**config.mk**
```make
export PLATFORM = sky130hd
export DESIGN_NAME = instr_decode
export DESIGN_NICKNAME = d
export VERILOG_FILES = /design/src/rtl/instr_decode.v
export VERILOG_INCLUDE_DIRS = /design/src /design/src/rtl
export SDC_FILE = /design/constraint.sdc
export NUM_CORES = 1
export LEC_CHECK = 0
export BUFFER_PORTS_ARGS = -buffer_cell sky130_fd_sc_hd__buf_2
export CORE_ASPECT_RATIO = 0.9
export CORE_UTILIZATION = 49
export DETAILED_ROUTE_END_ITERATION = 10
export GPL_TIMING_DRIVEN = 0
export PLACE_DENSITY_LB_ADDON = 0.15
export SETUP_SLACK_MARGIN = 0.1
export SLEW_MARGIN = 20
export SYNTH_ARGS = -nofsm -noshare
export SYNTH_HDL_FRONTEND = slang
export SYNTH_SLANG_ARGS = --single-unit
```
**constraint.sdc**
```tcl
create_clock -name clk -period 2.25 [get_ports clk]
set_input_delay 0.45 -clock clk [delete_from_list [all_inputs] [get_ports clk]]
set_output_delay 0.45 -clock clk [all_outputs]
set_load 0.01 [all_outputs]
```
**src/rtl/instr_decode_map.vh**
```
/*
 holds field positions, encodings and timing counts for the instruction decoder.
 assumes the includer wants plain macros; no processes live here.
*/
// Behaviour
// - single-word instructions are 24 bits with an 8-bit opcode in the top bits.
// - exactly three two-word instructions assemble 48 bits from consecutive words.
// - a lone second word, top eight bits zero, executes as a no-operation.
// - every two-word instruction takes two cycles.
// - single-word takes one cycle, two when condition true or PC changes.
// - branches, indirect call/jump, table ops and returns take two or three cycles.
// - a performed skip takes two cycles, three if skipping a two-word instruction.
// - double-word moves take two cycles.
// - file-register ops use working register zero; destination is file or W0.
// - file-register address field spans zero to 0x1fff.
// - ten-bit literal is unsigned; byte mode 0..255, word mode 0..1023.
// - call literal is 23-bit unsigned program address with LSB zero.
// - accumulator write-back selects W13 or [W13] post-increment by two.
// - square pair field encodes only self-pairs of W4 to W7.
// - multiply pair field encodes the six distinct pairs of W4 to W7.
// - X prefetch selects W8/W9 modes, W9 plus W12, or none.
// - Y prefetch selects W10/W11 modes, W11 plus W12, or none.
// - X and Y prefetch destinations select one of W4 to W7.
// - DSP accumulator field selects exactly accumulator A or B.
// - ten-bit signed literal is sign-extended, range -512 to 511.
// - base working register field selects any of W0 to W15 directly.
// - with debug enabled, lowest 80 RAM bytes and two pins are reserved.
`ifndef INSTR_DECODE_MAP_VH
`define INSTR_DECODE_MAP_VH

`define IW_WIDTH 24
`define OPC_HI 23
`define OPC_LO 16
// opcode values of the three two-word instructions, and of the single-word OPC_DO_REG
`define OPC_CALL_ABS 8'h02
`define OPC_GOTO_ABS 8'h04
`define OPC_DO_LIT 8'h08
`define OPC_DO_REG 8'h09
// opcode values and ranges for table, control, skip, move, file, dsp and nop decoding
`define OPC_TBL_LO 8'hba
`define OPC_TBL_HI 8'hbb
`define OPC_TBL_WLO 8'hbe
`define OPC_TBL_WHI 8'hbf
`define OPC_BRA_UNC 8'h37
`define OPC_BRA_COND_LO 8'h30
`define OPC_BRA_COND_HI 8'h3f
`define OPC_IND_CTRL 8'h01
`define OPC_RETURN 8'h06
`define OPC_MOV_D_LO 8'hbe
`define OPC_SKIP_LO 8'ha4
`define OPC_SKIP_HI 8'ha7
`define OPC_CPS_LO 8'he6
`define OPC_CPS_HI 8'he7
`define OPC_FILE_LO 8'hb4
`define OPC_FILE_HI 8'hef
`define OPC_DSP_LO 8'hc0
`define OPC_DSP_HI 8'hc7
`define OPC_NOP 8'h00
// operand field positions
`define F_ADDR_HI 12
`define F_ADDR_LO 0
`define F_ADDR_MAX 13'h1fff
`define F_DEST_BIT 13
`define F_BYTE_BIT 14
`define TEN_BIT_UNSIGNED_LITERAL_HI 13
`define TEN_BIT_UNSIGNED_LITERAL_LO 4
`define BASE_HI 14
`define BASE_LO 11
`define SRC_HI 3
`define SRC_LO 0
`define DST_HI 10
`define DST_LO 7
`define ACC_BIT 15
`define MPAIR_HI 18
`define MPAIR_LO 16
`define XPF_HI 13
`define XPF_LO 10
`define YPF_HI 5
`define YPF_LO 2
`define XD_HI 9
`define XD_LO 8
`define YD_HI 7
`define YD_LO 6
`define AWB_HI 1
`define AWB_LO 0
`define FILE_OP_WORK_REG_NUM 4'h0
`define W4_NUM 4'h4
`define W13_NUM 4'hd
`define PF_NONE 4'h4
// debug reservation
`define DBG_RAM_BYTES 8'h50
// cycle counts
`define CYC_ONE 2'h1
`define CYC_TWO 2'h2
`define CYC_THREE 2'h3

`endif

```
**src/rtl/instr_decode.v**
```verilog
/*
 instruction decoder: splits 24-bit words into operand fields, joins two-word
 instructions to 48 bits and gives the cycle count for pipeline control.
 operand views are registered on a single word, the call target on the word that ends a pair;
 the pipeline picks the view that the opcode calls for.
 debug reservation flags are registered too and lag their inputs by one clock.
 assumes fetch presents words in program order with a valid strobe, and the
 execute stage reports condition and skip outcomes in the cycle of the word.
 words are always accepted; there is no back-pressure toward fetch.
*/
`timescale 1ns/1ns
`include "instr_decode_map.vh"

module instr_decode (
    input wire clk,
    input wire rst_n,
    input wire word_valid,
    input wire [23:0] word_in,
    input wire cond_true,
    input wire skip_taken,
    input wire skip_target_two_word,
    input wire debug_enable,
    input wire [15:0] data_addr_in,
    output wire word_ready,
    output reg dec_valid_reg,
    output reg [47:0] instr_reg,
    output reg [7:0] opcode_reg,
    output reg two_word_reg,
    output reg [1:0] cycle_count_reg,
    output reg [12:0] file_addr_reg,
    output reg file_dest_file_op_work_reg_reg,
    output reg [3:0] file_op_work_reg,
    output reg [9:0] ten_bit_unsigned_literal,
    output reg [15:0] ten_bit_signed_literal,
    output reg [23:0] call_target_literal,
    output reg [3:0] base_work_reg,
    output reg [3:0] source_work_reg,
    output reg [3:0] dest_work_reg,
    output reg acc_sel_b_reg,
    output reg [3:0] square_reg_pair,
    output reg [7:0] multiply_reg_pair,
    output reg pair_illegal_reg,
    output reg [3:0] x_prefetch_addr,
    output reg [3:0] y_prefetch_addr,
    output reg [3:0] x_prefetch_dest_reg,
    output reg [3:0] y_prefetch_dest_reg,
    output reg [1:0] acc_writeback_dest,
    output wire debug_ram_reserved,
    output wire debug_pins_reserved
);

    localparam ST_FIRST = 2'b01;
    localparam ST_SECOND = 2'b10;

    reg [1:0] state_reg;
    reg [1:0] state_next;
    reg [23:0] first_word_reg;
    wire [7:0] opc;
    wire is_two_word;
    wire is_ctrl_multi;
    wire is_skip;
    wire is_cond_bra;
    wire is_mov_d;
    reg [1:0] cyc_single;
    wire [3:0] mp;
    wire take_pair;
    wire take_single;
    reg [7:0] mult_pair_next;
    reg [9:0] ulit_next;
    reg debug_ram_res_reg;
    reg debug_pins_res_reg;

    assign word_ready = 1'b1;
    assign opc = word_in[`OPC_HI:`OPC_LO];
    // a lone second word has opcode zero, so it can never start a pair
    assign is_two_word = (opc == `OPC_CALL_ABS) || (opc == `OPC_GOTO_ABS) || (opc == `OPC_DO_LIT);
    assign is_cond_bra = (opc >= `OPC_BRA_COND_LO) && (opc <= `OPC_BRA_COND_HI) && (opc != `OPC_BRA_UNC);
    assign is_ctrl_multi = (opc == `OPC_BRA_UNC) || (opc == `OPC_IND_CTRL) || (opc == `OPC_RETURN)
        || (opc == `OPC_TBL_LO) || (opc == `OPC_TBL_HI) || (opc == `OPC_TBL_WLO) || (opc == `OPC_TBL_WHI);
    // skip-type words: bit tests and compare-and-skip
    assign is_skip = ((opc >= `OPC_SKIP_LO) && (opc <= `OPC_SKIP_HI))
        || ((opc >= `OPC_CPS_LO) && (opc <= `OPC_CPS_HI));
    assign is_mov_d = (opc == `OPC_MOV_D_LO) || (opc == `OPC_DO_REG);

    // lowest 80 data bytes leave general use; registered so the ram guard sees no decode glitch
    always @(posedge clk or negedge rst_n)
    begin
        if (!rst_n)
            debug_ram_res_reg <= 1'b0;
        else
            debug_ram_res_reg <= debug_enable && (data_addr_in < {8'h00, `DBG_RAM_BYTES});
    end

    // both debug pins are withdrawn together
    always @(posedge clk or negedge rst_n)
    begin
        if (!rst_n)
            debug_pins_res_reg <= 1'b0;
        else
            debug_pins_res_reg <= debug_enable;
    end

    assign debug_ram_reserved = debug_ram_res_reg;
    assign debug_pins_reserved = debug_pins_res_reg;

    // cycle count for a single-word instruction
    always @*
    begin
        cyc_single = `CYC_ONE;
        if (opc == `OPC_NOP)
            cyc_single = `CYC_ONE;
        else if (is_ctrl_multi)
            cyc_single = (opc == `OPC_RETURN) ? `CYC_THREE : `CYC_TWO;
        else if (is_skip && skip_taken)
            cyc_single = skip_target_two_word ? `CYC_THREE : `CYC_TWO;
        else if (is_mov_d)
            cyc_single = `CYC_TWO;
        else if (is_cond_bra && cond_true)
            cyc_single = `CYC_TWO;
    end

    // pairing state: the first word waits for its partner
    always @*
    begin
        state_next = state_reg;
        case (state_reg)
            ST_FIRST:
            begin
                if (word_valid && is_two_word)
                    state_next = ST_SECOND;
            end
            ST_SECOND:
            begin
                if (word_valid)
                    state_next = ST_FIRST;
            end
            default:
                state_next = ST_FIRST;
        endcase
    end

    always @(posedge clk or negedge rst_n)
    begin
        if (!rst_n)
        begin
            state_reg <= ST_FIRST;
            first_word_reg <= 24'h000000;
        end
        else
        begin
            state_reg <= state_next;
            if (state_reg == ST_FIRST && word_valid && is_two_word)
                first_word_reg <= word_in;
        end
    end

    assign mp = {1'b0, word_in[`MPAIR_HI:`MPAIR_LO]};
    // a word completes an instruction as the partner of a held half, or alone
    assign take_pair = word_valid && (state_reg == ST_SECOND);
    assign take_single = word_valid && (state_reg == ST_FIRST) && !is_two_word;

    // six distinct pairs; codes 6 and 7 have no pairing and read as zero
    always @*
    begin
        mult_pair_next = 8'h00;
        case (mp)
            4'h0: mult_pair_next = 8'h45;
            4'h1: mult_pair_next = 8'h46;
            4'h2: mult_pair_next = 8'h47;
            4'h3: mult_pair_next = 8'h56;
            4'h4: mult_pair_next = 8'h57;
            4'h5: mult_pair_next = 8'h67;
            default: mult_pair_next = 8'h00;
        endcase
    end

    // byte mode keeps only the low eight bits of the literal
    always @*
    begin
        ulit_next = word_in[`TEN_BIT_UNSIGNED_LITERAL_HI:`TEN_BIT_UNSIGNED_LITERAL_LO];
        if (word_in[`F_BYTE_BIT])
            ulit_next = {2'b00, word_in[`TEN_BIT_UNSIGNED_LITERAL_LO+7:`TEN_BIT_UNSIGNED_LITERAL_LO]};
    end

    // completion strobe, raw instruction and cycle count
    always @(posedge clk or negedge rst_n)
    begin
        if (!rst_n)
        begin
            dec_valid_reg <= 1'b0;
            instr_reg <= 48'h000000000000;
            opcode_reg <= 8'h00;
            two_word_reg <= 1'b0;
            cycle_count_reg <= 2'h0;
        end
        else if (take_pair)
        begin
            // second word completes the 48-bit form
            dec_valid_reg <= 1'b1;
            instr_reg <= {first_word_reg, word_in};
            opcode_reg <= first_word_reg[`OPC_HI:`OPC_LO];
            two_word_reg <= 1'b1;
            cycle_count_reg <= `CYC_TWO;
        end
        else if (take_single)
        begin
            dec_valid_reg <= 1'b1;
            instr_reg <= {24'h000000, word_in};
            opcode_reg <= opc;
            two_word_reg <= 1'b0;
            cycle_count_reg <= cyc_single;
        end
        else
        begin
            // strobe lasts one cycle; the fields stand until the next one
            dec_valid_reg <= 1'b0;
        end
    end

    // call target changes only when a pair completes; lsb forced to zero
    always @(posedge clk or negedge rst_n)
    begin
        if (!rst_n)
            call_target_literal <= 24'h000000;
        else if (take_pair)
            call_target_literal <= {1'b0, word_in[6:0], first_word_reg[15:1], 1'b0};
    end

    // file-register operands: address, destination choice and fixed work register
    always @(posedge clk or negedge rst_n)
    begin
        if (!rst_n)
        begin
            file_addr_reg <= 13'h0000;
            file_dest_file_op_work_reg_reg <= 1'b0;
            file_op_work_reg <= 4'h0;
        end
        else if (take_single)
        begin
            file_addr_reg <= word_in[`F_ADDR_HI:`F_ADDR_LO] & `F_ADDR_MAX;
            file_dest_file_op_work_reg_reg <= ~word_in[`F_DEST_BIT];
            file_op_work_reg <= `FILE_OP_WORK_REG_NUM;
        end
    end

    // unsigned literal view of the operand bits
    always @(posedge clk or negedge rst_n)
    begin
        if (!rst_n)
            ten_bit_unsigned_literal <= 10'h000;
        else if (take_single)
            ten_bit_unsigned_literal <= ulit_next;
    end

    // signed view of the same bits, widened so the datapath needs no extension
    always @(posedge clk or negedge rst_n)
    begin
        if (!rst_n)
            ten_bit_signed_literal <= 16'h0000;
        else if (take_single)
            ten_bit_signed_literal <= {{6{word_in[`TEN_BIT_UNSIGNED_LITERAL_HI]}}, word_in[`TEN_BIT_UNSIGNED_LITERAL_HI:`TEN_BIT_UNSIGNED_LITERAL_LO]};
    end

    // working register selects, all direct
    always @(posedge clk or negedge rst_n)
    begin
        if (!rst_n)
        begin
            base_work_reg <= 4'h0;
            source_work_reg <= 4'h0;
            dest_work_reg <= 4'h0;
        end
        else if (take_single)
        begin
            base_work_reg <= word_in[`BASE_HI:`BASE_LO];
            source_work_reg <= word_in[`SRC_HI:`SRC_LO];
            dest_work_reg <= word_in[`DST_HI:`DST_LO];
        end
    end

    // one bit picks the accumulator, so no third choice can arise
    always @(posedge clk or negedge rst_n)
    begin
        if (!rst_n)
            acc_sel_b_reg <= 1'b0;
        else if (take_single)
            acc_sel_b_reg <= word_in[`ACC_BIT];
    end

    // multiplier operand pairs; bad codes are flagged only for dsp opcodes
    always @(posedge clk or negedge rst_n)
    begin
        if (!rst_n)
        begin
            square_reg_pair <= 4'h0;
            multiply_reg_pair <= 8'h00;
            pair_illegal_reg <= 1'b0;
        end
        else if (take_single)
        begin
            // squares: codes 0..3 map to W4..W7 paired with itself
            square_reg_pair <= `W4_NUM + {2'b00, word_in[`MPAIR_LO+1:`MPAIR_LO]};
            multiply_reg_pair <= mult_pair_next;
            pair_illegal_reg <= (opc >= `OPC_DSP_LO) && (opc <= `OPC_DSP_HI) && (mp > 4'h5);
        end
    end

    // x prefetch codes: 0..3 W8 ops, 4 none, 5..7 W8 minus, 8..11 W9 ops, 12 W9+W12, 13..15 W9 minus
    always @(posedge clk or negedge rst_n)
    begin
        if (!rst_n)
        begin
            x_prefetch_addr <= 4'h0;
            x_prefetch_dest_reg <= 4'h0;
        end
        else if (take_single)
        begin
            x_prefetch_addr <= word_in[`XPF_HI:`XPF_LO];
            x_prefetch_dest_reg <= `W4_NUM + {2'b00, word_in[`XD_HI:`XD_LO]};
        end
    end

    // y prefetch codes follow the x layout with W10 and W11 in place of W8 and W9
    always @(posedge clk or negedge rst_n)
    begin
        if (!rst_n)
        begin
            y_prefetch_addr <= 4'h0;
            y_prefetch_dest_reg <= 4'h0;
        end
        else if (take_single)
        begin
            y_prefetch_addr <= word_in[`YPF_HI:`YPF_LO];
            y_prefetch_dest_reg <= `W4_NUM + {2'b00, word_in[`YD_HI:`YD_LO]};
        end
    end

    // write-back: 0 = W13 direct, 1 = [W13]+=2, others no write-back
    always @(posedge clk or negedge rst_n)
    begin
        if (!rst_n)
            acc_writeback_dest <= 2'h0;
        else if (take_single)
            acc_writeback_dest <= word_in[`AWB_HI:`AWB_LO];
    end

endmodule // instr_decode

```
After elaboration in Yosys (flattened, before gate mapping)
Index checks and enable logic that the tools add are counted.
{"block": "classes", "mux": 22, "magnitude_cmp": 10, "n_addsub": 3, "reduce_logical": 29, "div": 0, "n_shift": 0, "multipliers": 0, "bitwise": 1, "eq_ne": 21}
{"operator": "$mux 48", "n": 2}
{"operator": "$pmux 7 s6", "n": 1}
{"operator": "$eq 8x8->1 const B", "n": 4}
{"operator": "$ge 8x8->1 const B", "n": 3}
{"operator": "$le 8x8->1 const B", "n": 3}
{"operator": "$mux 2", "n": 9}
{"operator": "$eq 8x3->1 const B", "n": 2}
{"operator": "$eq 8x4->1 const B", "n": 2}
{"operator": "$lt 16x7->1 const B", "n": 1}
{"operator": "$mux 8", "n": 2}
{"operator": "$logic_and 1x1->1", "n": 14}
{"operator": "$add 3x2->4 const A", "n": 3}
{"operator": "$logic_or 1x1->1", "n": 10}
{"operator": "$mux 10", "n": 1}
{"operator": "$eq 8x1->1 const B", "n": 1}
{"operator": "$eq 8x2->1 const B", "n": 1}
{"operator": "$eq 8x6->1 const B", "n": 1}
{"operator": "$ge 8x6->1 const B", "n": 1}
{"operator": "$le 8x6->1 const B", "n": 1}
{"operator": "$logic_not 8->1", "n": 1}
{"operator": "$ne 8x6->1 const B", "n": 1}
{"operator": "$eq 3x2->1 const B", "n": 2}
{"operator": "$eq 3x3->1 const B", "n": 2}
{"operator": "$mux 1", "n": 6}
{"operator": "other kinds (11)", "n": 12}
{"block": "totals", "mem_bits_rw": 0, "latch_bits": 0, "ff_bits": 188, "input_bits": 47, "mem_bits_ro": 0, "memories": 0, "wordCells": 112}

Depth between registers and ports, before layout
{"block": "logic_depth", "depth_word": 11, "mapped_depth": 9, "mapped_depth_nobuf": 6}

Least setup slack after synthesis
No wires, ideal clock.
{"block": "synth_path", "kind": "input to register", "from": "input word_in[18]", "to": "register instr_reg[21]", "t_required_ns": 2.125, "path_slack_ns": 0.346, "arrival_time_ns": 1.779, "path_buffers": 3, "cell_stages": 8, "cell_sequence": "buf_2 xnor2_1 o22ai_2 a21boi_4 nor2_4 buf_6 buf_6 mux2_4"}
{"block": "synth_between", "elab_chain_len": 6}
{"element": "start, declared", "line_no": "instr_decode.v:18", "source": "input wire [23:0] word_in,"}
{"element": "$eq 8x2->1 (no line) / $eq 8x3->1 (equally long branches)"}
{"element": "$logic_or 1x1->1", "line_no": "instr_decode.v:76", "source": "assign is_two_word = (opc == `OPC_CALL_ABS) || (opc == `OPC_GOTO_ABS) || (opc == `OPC_DO_LIT);"}
{"element": "$logic_or 1x1->1 (*)", "line_no": "instr_decode.v:76"}
{"element": "$logic_not 1->1 (*)", "line_no": "instr_decode.v:160", "source": "assign take_single = word_valid && (state_reg == ST_FIRST) && !is_two_word;"}
{"element": "$logic_and 1x1->1 (*)", "line_no": "instr_decode.v:160"}
{"element": "$reduce_bool 2->1 (no line) (*)"}
{"element": "end signal, assigned", "line_no": "instr_decode.v:200", "source": "instr_reg <= {first_word_reg, word_in};"}
{"element": "end signal, assigned", "line_no": "instr_decode.v:208", "source": "instr_reg <= {24'h000000, word_in};"}
{"element": "end, declared", "line_no": "instr_decode.v:26", "source": "output reg [47:0] instr_reg,"}
Every way passes the cells marked *; elsewhere a longest branch is shown, timed or not.
A chain may end at the register's enable or synchronous reset.

Worst setup path after layout
{"block": "layout_path", "from": "register state_reg[0]", "to": "register file_addr_reg[3]"}
{"block": "layout_between", "elab_chain_len": 3}
{"element": "start, declared", "line_no": "instr_decode.v:55", "source": "reg [1:0] state_reg;"}
{"element": "start signal, assigned", "line_no": "instr_decode.v:151", "source": "state_reg <= state_next;"}
{"element": "$eq 2x1->1", "line_no": "instr_decode.v:160"}
{"element": "$logic_and 1x1->1 (2 in a row)", "line_no": "instr_decode.v:160"}
{"element": "end signal, assigned", "line_no": "instr_decode.v:240", "source": "file_addr_reg <= word_in[`F_ADDR_HI:`F_ADDR_LO] & `F_ADDR_MAX;"}
{"element": "end, declared", "line_no": "instr_decode.v:30", "source": "output reg [12:0] file_addr_reg,"}
Every way passes these cells.

==> metrics.txt <==
run status completed; WL final 13.7 mm; Overflow after GRT 0; RSZ-0062 raised after global routing no; first-iteration detailed-routing DRC count about 220; actual slew at the worst max-slew pin about 0.55 ns; most area-hungry cell type in the Yosys netlist dfrtp_1; top-count cell post-synth dfrtp_1; Max Fanout on Critical Path 10; Total Negative Setup Slacks 0 ns; RD Place Congestion slightly above 0.8; max-slew violation total from the final report 0; root buffer cell clkbuf_16; clock buffer count from CTS 17; FP Rows 37; crit path capture file_addr_reg[3]; sort of element at the end of the critical path flip-flop; total via count after detailed routing 4370; core footprint 11500 um2; max cap viols 0; clock transition at the registers of the reported paths 0.06 ns; startpoint type of the worst setup path flip-flop; drt drc 0; hold path depth 1; number of antenna violations at the first check in global routing 0; count of inserted antenna diode cells 0; number of different library cells in the post-synthesis netlist 46; HPWL reported at the end of detailed placement 9.49 mm; post-layout min period 2.07 ns; utilization of the core after routing 0.674; flip-flop count of the largest register, all copies and words added 48; pin count of the biggest net entering global routing 75; critical path arrival 2.36 ns; Antenna Nets Post-Route 0; leakage power approximately 4.2 nW; TritonCTS clock tree yes; vias in the first global route approximately 4200; setup clock skew after layout 0.00396 ns; ratio of final minimum period to clock period 0.918; via-per-instance ratio 4.87; height of the die 106 um; I/O Buffers 203; number of synthesized flops with an enable pin 0; cell area after synthesis approximately 6000 um2; warning count from the yosys run 0; Wirelength per Cell 15.2 um; first-pass GRT wire length between 20 and 25 mm; Commonest cells post-synth dfrtp_1, nand2_1, buf_4, mux2_2, inv_1; synth-to-layout area growth 32.7%; peak clock frequency supported by timing 484 MHz; reg-to-reg startpoint state_reg[0]; average cell area after synthesis 11.9 um2; dominant register cell in the synthesized netlist dfrtp_1; maximum buffer depth of the clock tree 2; number of flip-flops and latches in the synthesized netlist approximately 140; Die Outline Area 12400 um2; initial standard-cell utilization of the core 0.508; Setup Crit Path Kind reg -> reg; clock latency at the later pin of the worst-skew pair 0.41 ns; Cells after Synth between 400 and 500; source of the critical timing path state_reg[0]; worst-case headroom to the max-slew limit 0.630; CP cell instances nor3b_2 -> a21boi_4 -> buf_2 -> mux2_2; sequential share of the synthesized area 0.590; fraction of layout instances using a drive strength above 1 0.512; biggest area contributors in the synthesized netlist dfrtp_1, mux2_2, buf_4; worst ir drop on vdd 0.577 mV; setup slack of the worst register-to-register path roughly 0.18 ns; proportion of synthesized flip-flops having asynchronous set or reset 1.00; highest cell delay on the worst timing path around 0.52 ns; Fill cells ~900; global router's overall resource usage 0.232; classification of the worst-slack hold path in -> reg; total number of H-tree levels 4; endpoint of the most critical register-to-register path file_addr_reg[3]; Ports 222; CTS Sinks roughly 140; slowest CP cell dfstp_2; first-pass iteration count of the detailed router 4; final setup fails 0; power density cells 818 nW/um2; WP data required 2.55 ns; hold path startpoint debug_enable; area share of the leading cell type in the synthesized netlist 0.586; horizontal die dimension about 120 um; Layout Nets 778; Final Hold Viols 0; cells on worst reg2reg path 4
==> how the worst min path moves through the flow <==
stage / end
6_report: debug_pins_reserved
5_1_grt: debug_pins_reserved
4_1_cts: debug_pins_reserved
3_5_place_dp: square_reg_pair[0]
3_3_place_gp: instr_reg[41]
2_1_floorplan: acc_sel_b_reg
==> timing repair <==
action,4_1_cts,5_1_grt
hold buffers,1,0
gates resized for setup,0,2
setup buffers,3,1
setup endpoints to repair,1,31
endpoints found under the hold margin,55,0
==> critical path: cells and delay by family (launching register included) <==
family          cells  cell delay, ns
flops               1            0.52
buf+inv             1            0.38
mux                 1            0.39
compound gates      1            0.35
simple gates        1            0.31
==> placed cells by master (no fill, tap or decap), types with 4 or more instances in the layout <==
master / synthesis / final
clkinv_2: 0 / 5
and2_1: 12 / 12
a21o_1: 8 / 8
buf_4: 64 / 68
nor2_1: 12 / 11
clkinvlp_4: 0 / 4
o21ai_0: 12 / 12
a221o_1: 7 / 7
mux2_1: 13 / 13
conb_1: 2 / 12
clkbuf_1: 7 / 8
o21ai_1: 9 / 9
inv_1: 23 / 23
clkbuf_16: 0 / 17
buf_2: 12 / 213
mux2_2: 47 / 47
nand2_1: 71 / 71
a21oi_1: 5 / 5
dfrtp_1: 137 / 137
nor4_1: 5 / 5
==> where the power goes <==
group          internal, mW  switching (mW)  leakage, nW  total [mW]
combinational         0.463           0.432         2.19       0.896
sequential             2.65           0.106         1.77        2.75
clock                  1.68            1.02        0.278        2.70
total                  4.79            1.56         4.24        6.35
==> metrics by stage <==
step	setup WS, ns	power, mW	instances	hold slack, ns	instance area, um2
after CTS	0.130	6.40	897	0.142	7750
after floorplan	0.346	3.29	501	0.154	5890
after global placement	-1.10	3.65	860	0.457	7100
final	0.184	6.35	898	0.155	7760
after global routing	0.111	6.61	898	0.141	7760
after detailed placement	-0.0642	3.69	861	0.425	7140
==> cell families after synthesis <==
family,after synthesis,synth area share
xor+xnor,1,0.00150
other cells,2,0.00128
flops,138,0.590
compound gates,51,0.0607
fa+ha+maj,2,0.00427
simple gates,123,0.0994
mux,65,0.127
buf+inv,109,0.116
==> final cells by class <==
class,instances,area [um2],share of cell area
repair buffers,209,1090,0.141
flip-flops and latches,138,3450,0.445
clock inverters,12,124,0.0160
plain buffers,85,592,0.0762
clock buffers,20,457,0.0588
multi-input cells,254,1760,0.227
inverters,24,90.1,0.0116
well taps,156,195,0.0251
==> metal layers <==
layer  routed length, um  vias up  GRT usage
met5                   0        -          0
met3                 967       16     0.0667
met4                 132        0     0.0759
met1                5980     2112      0.307
li1                    -     2042          -
met2                6590      200      0.366
No activity file was read; power rests on OpenSTA's default activity.
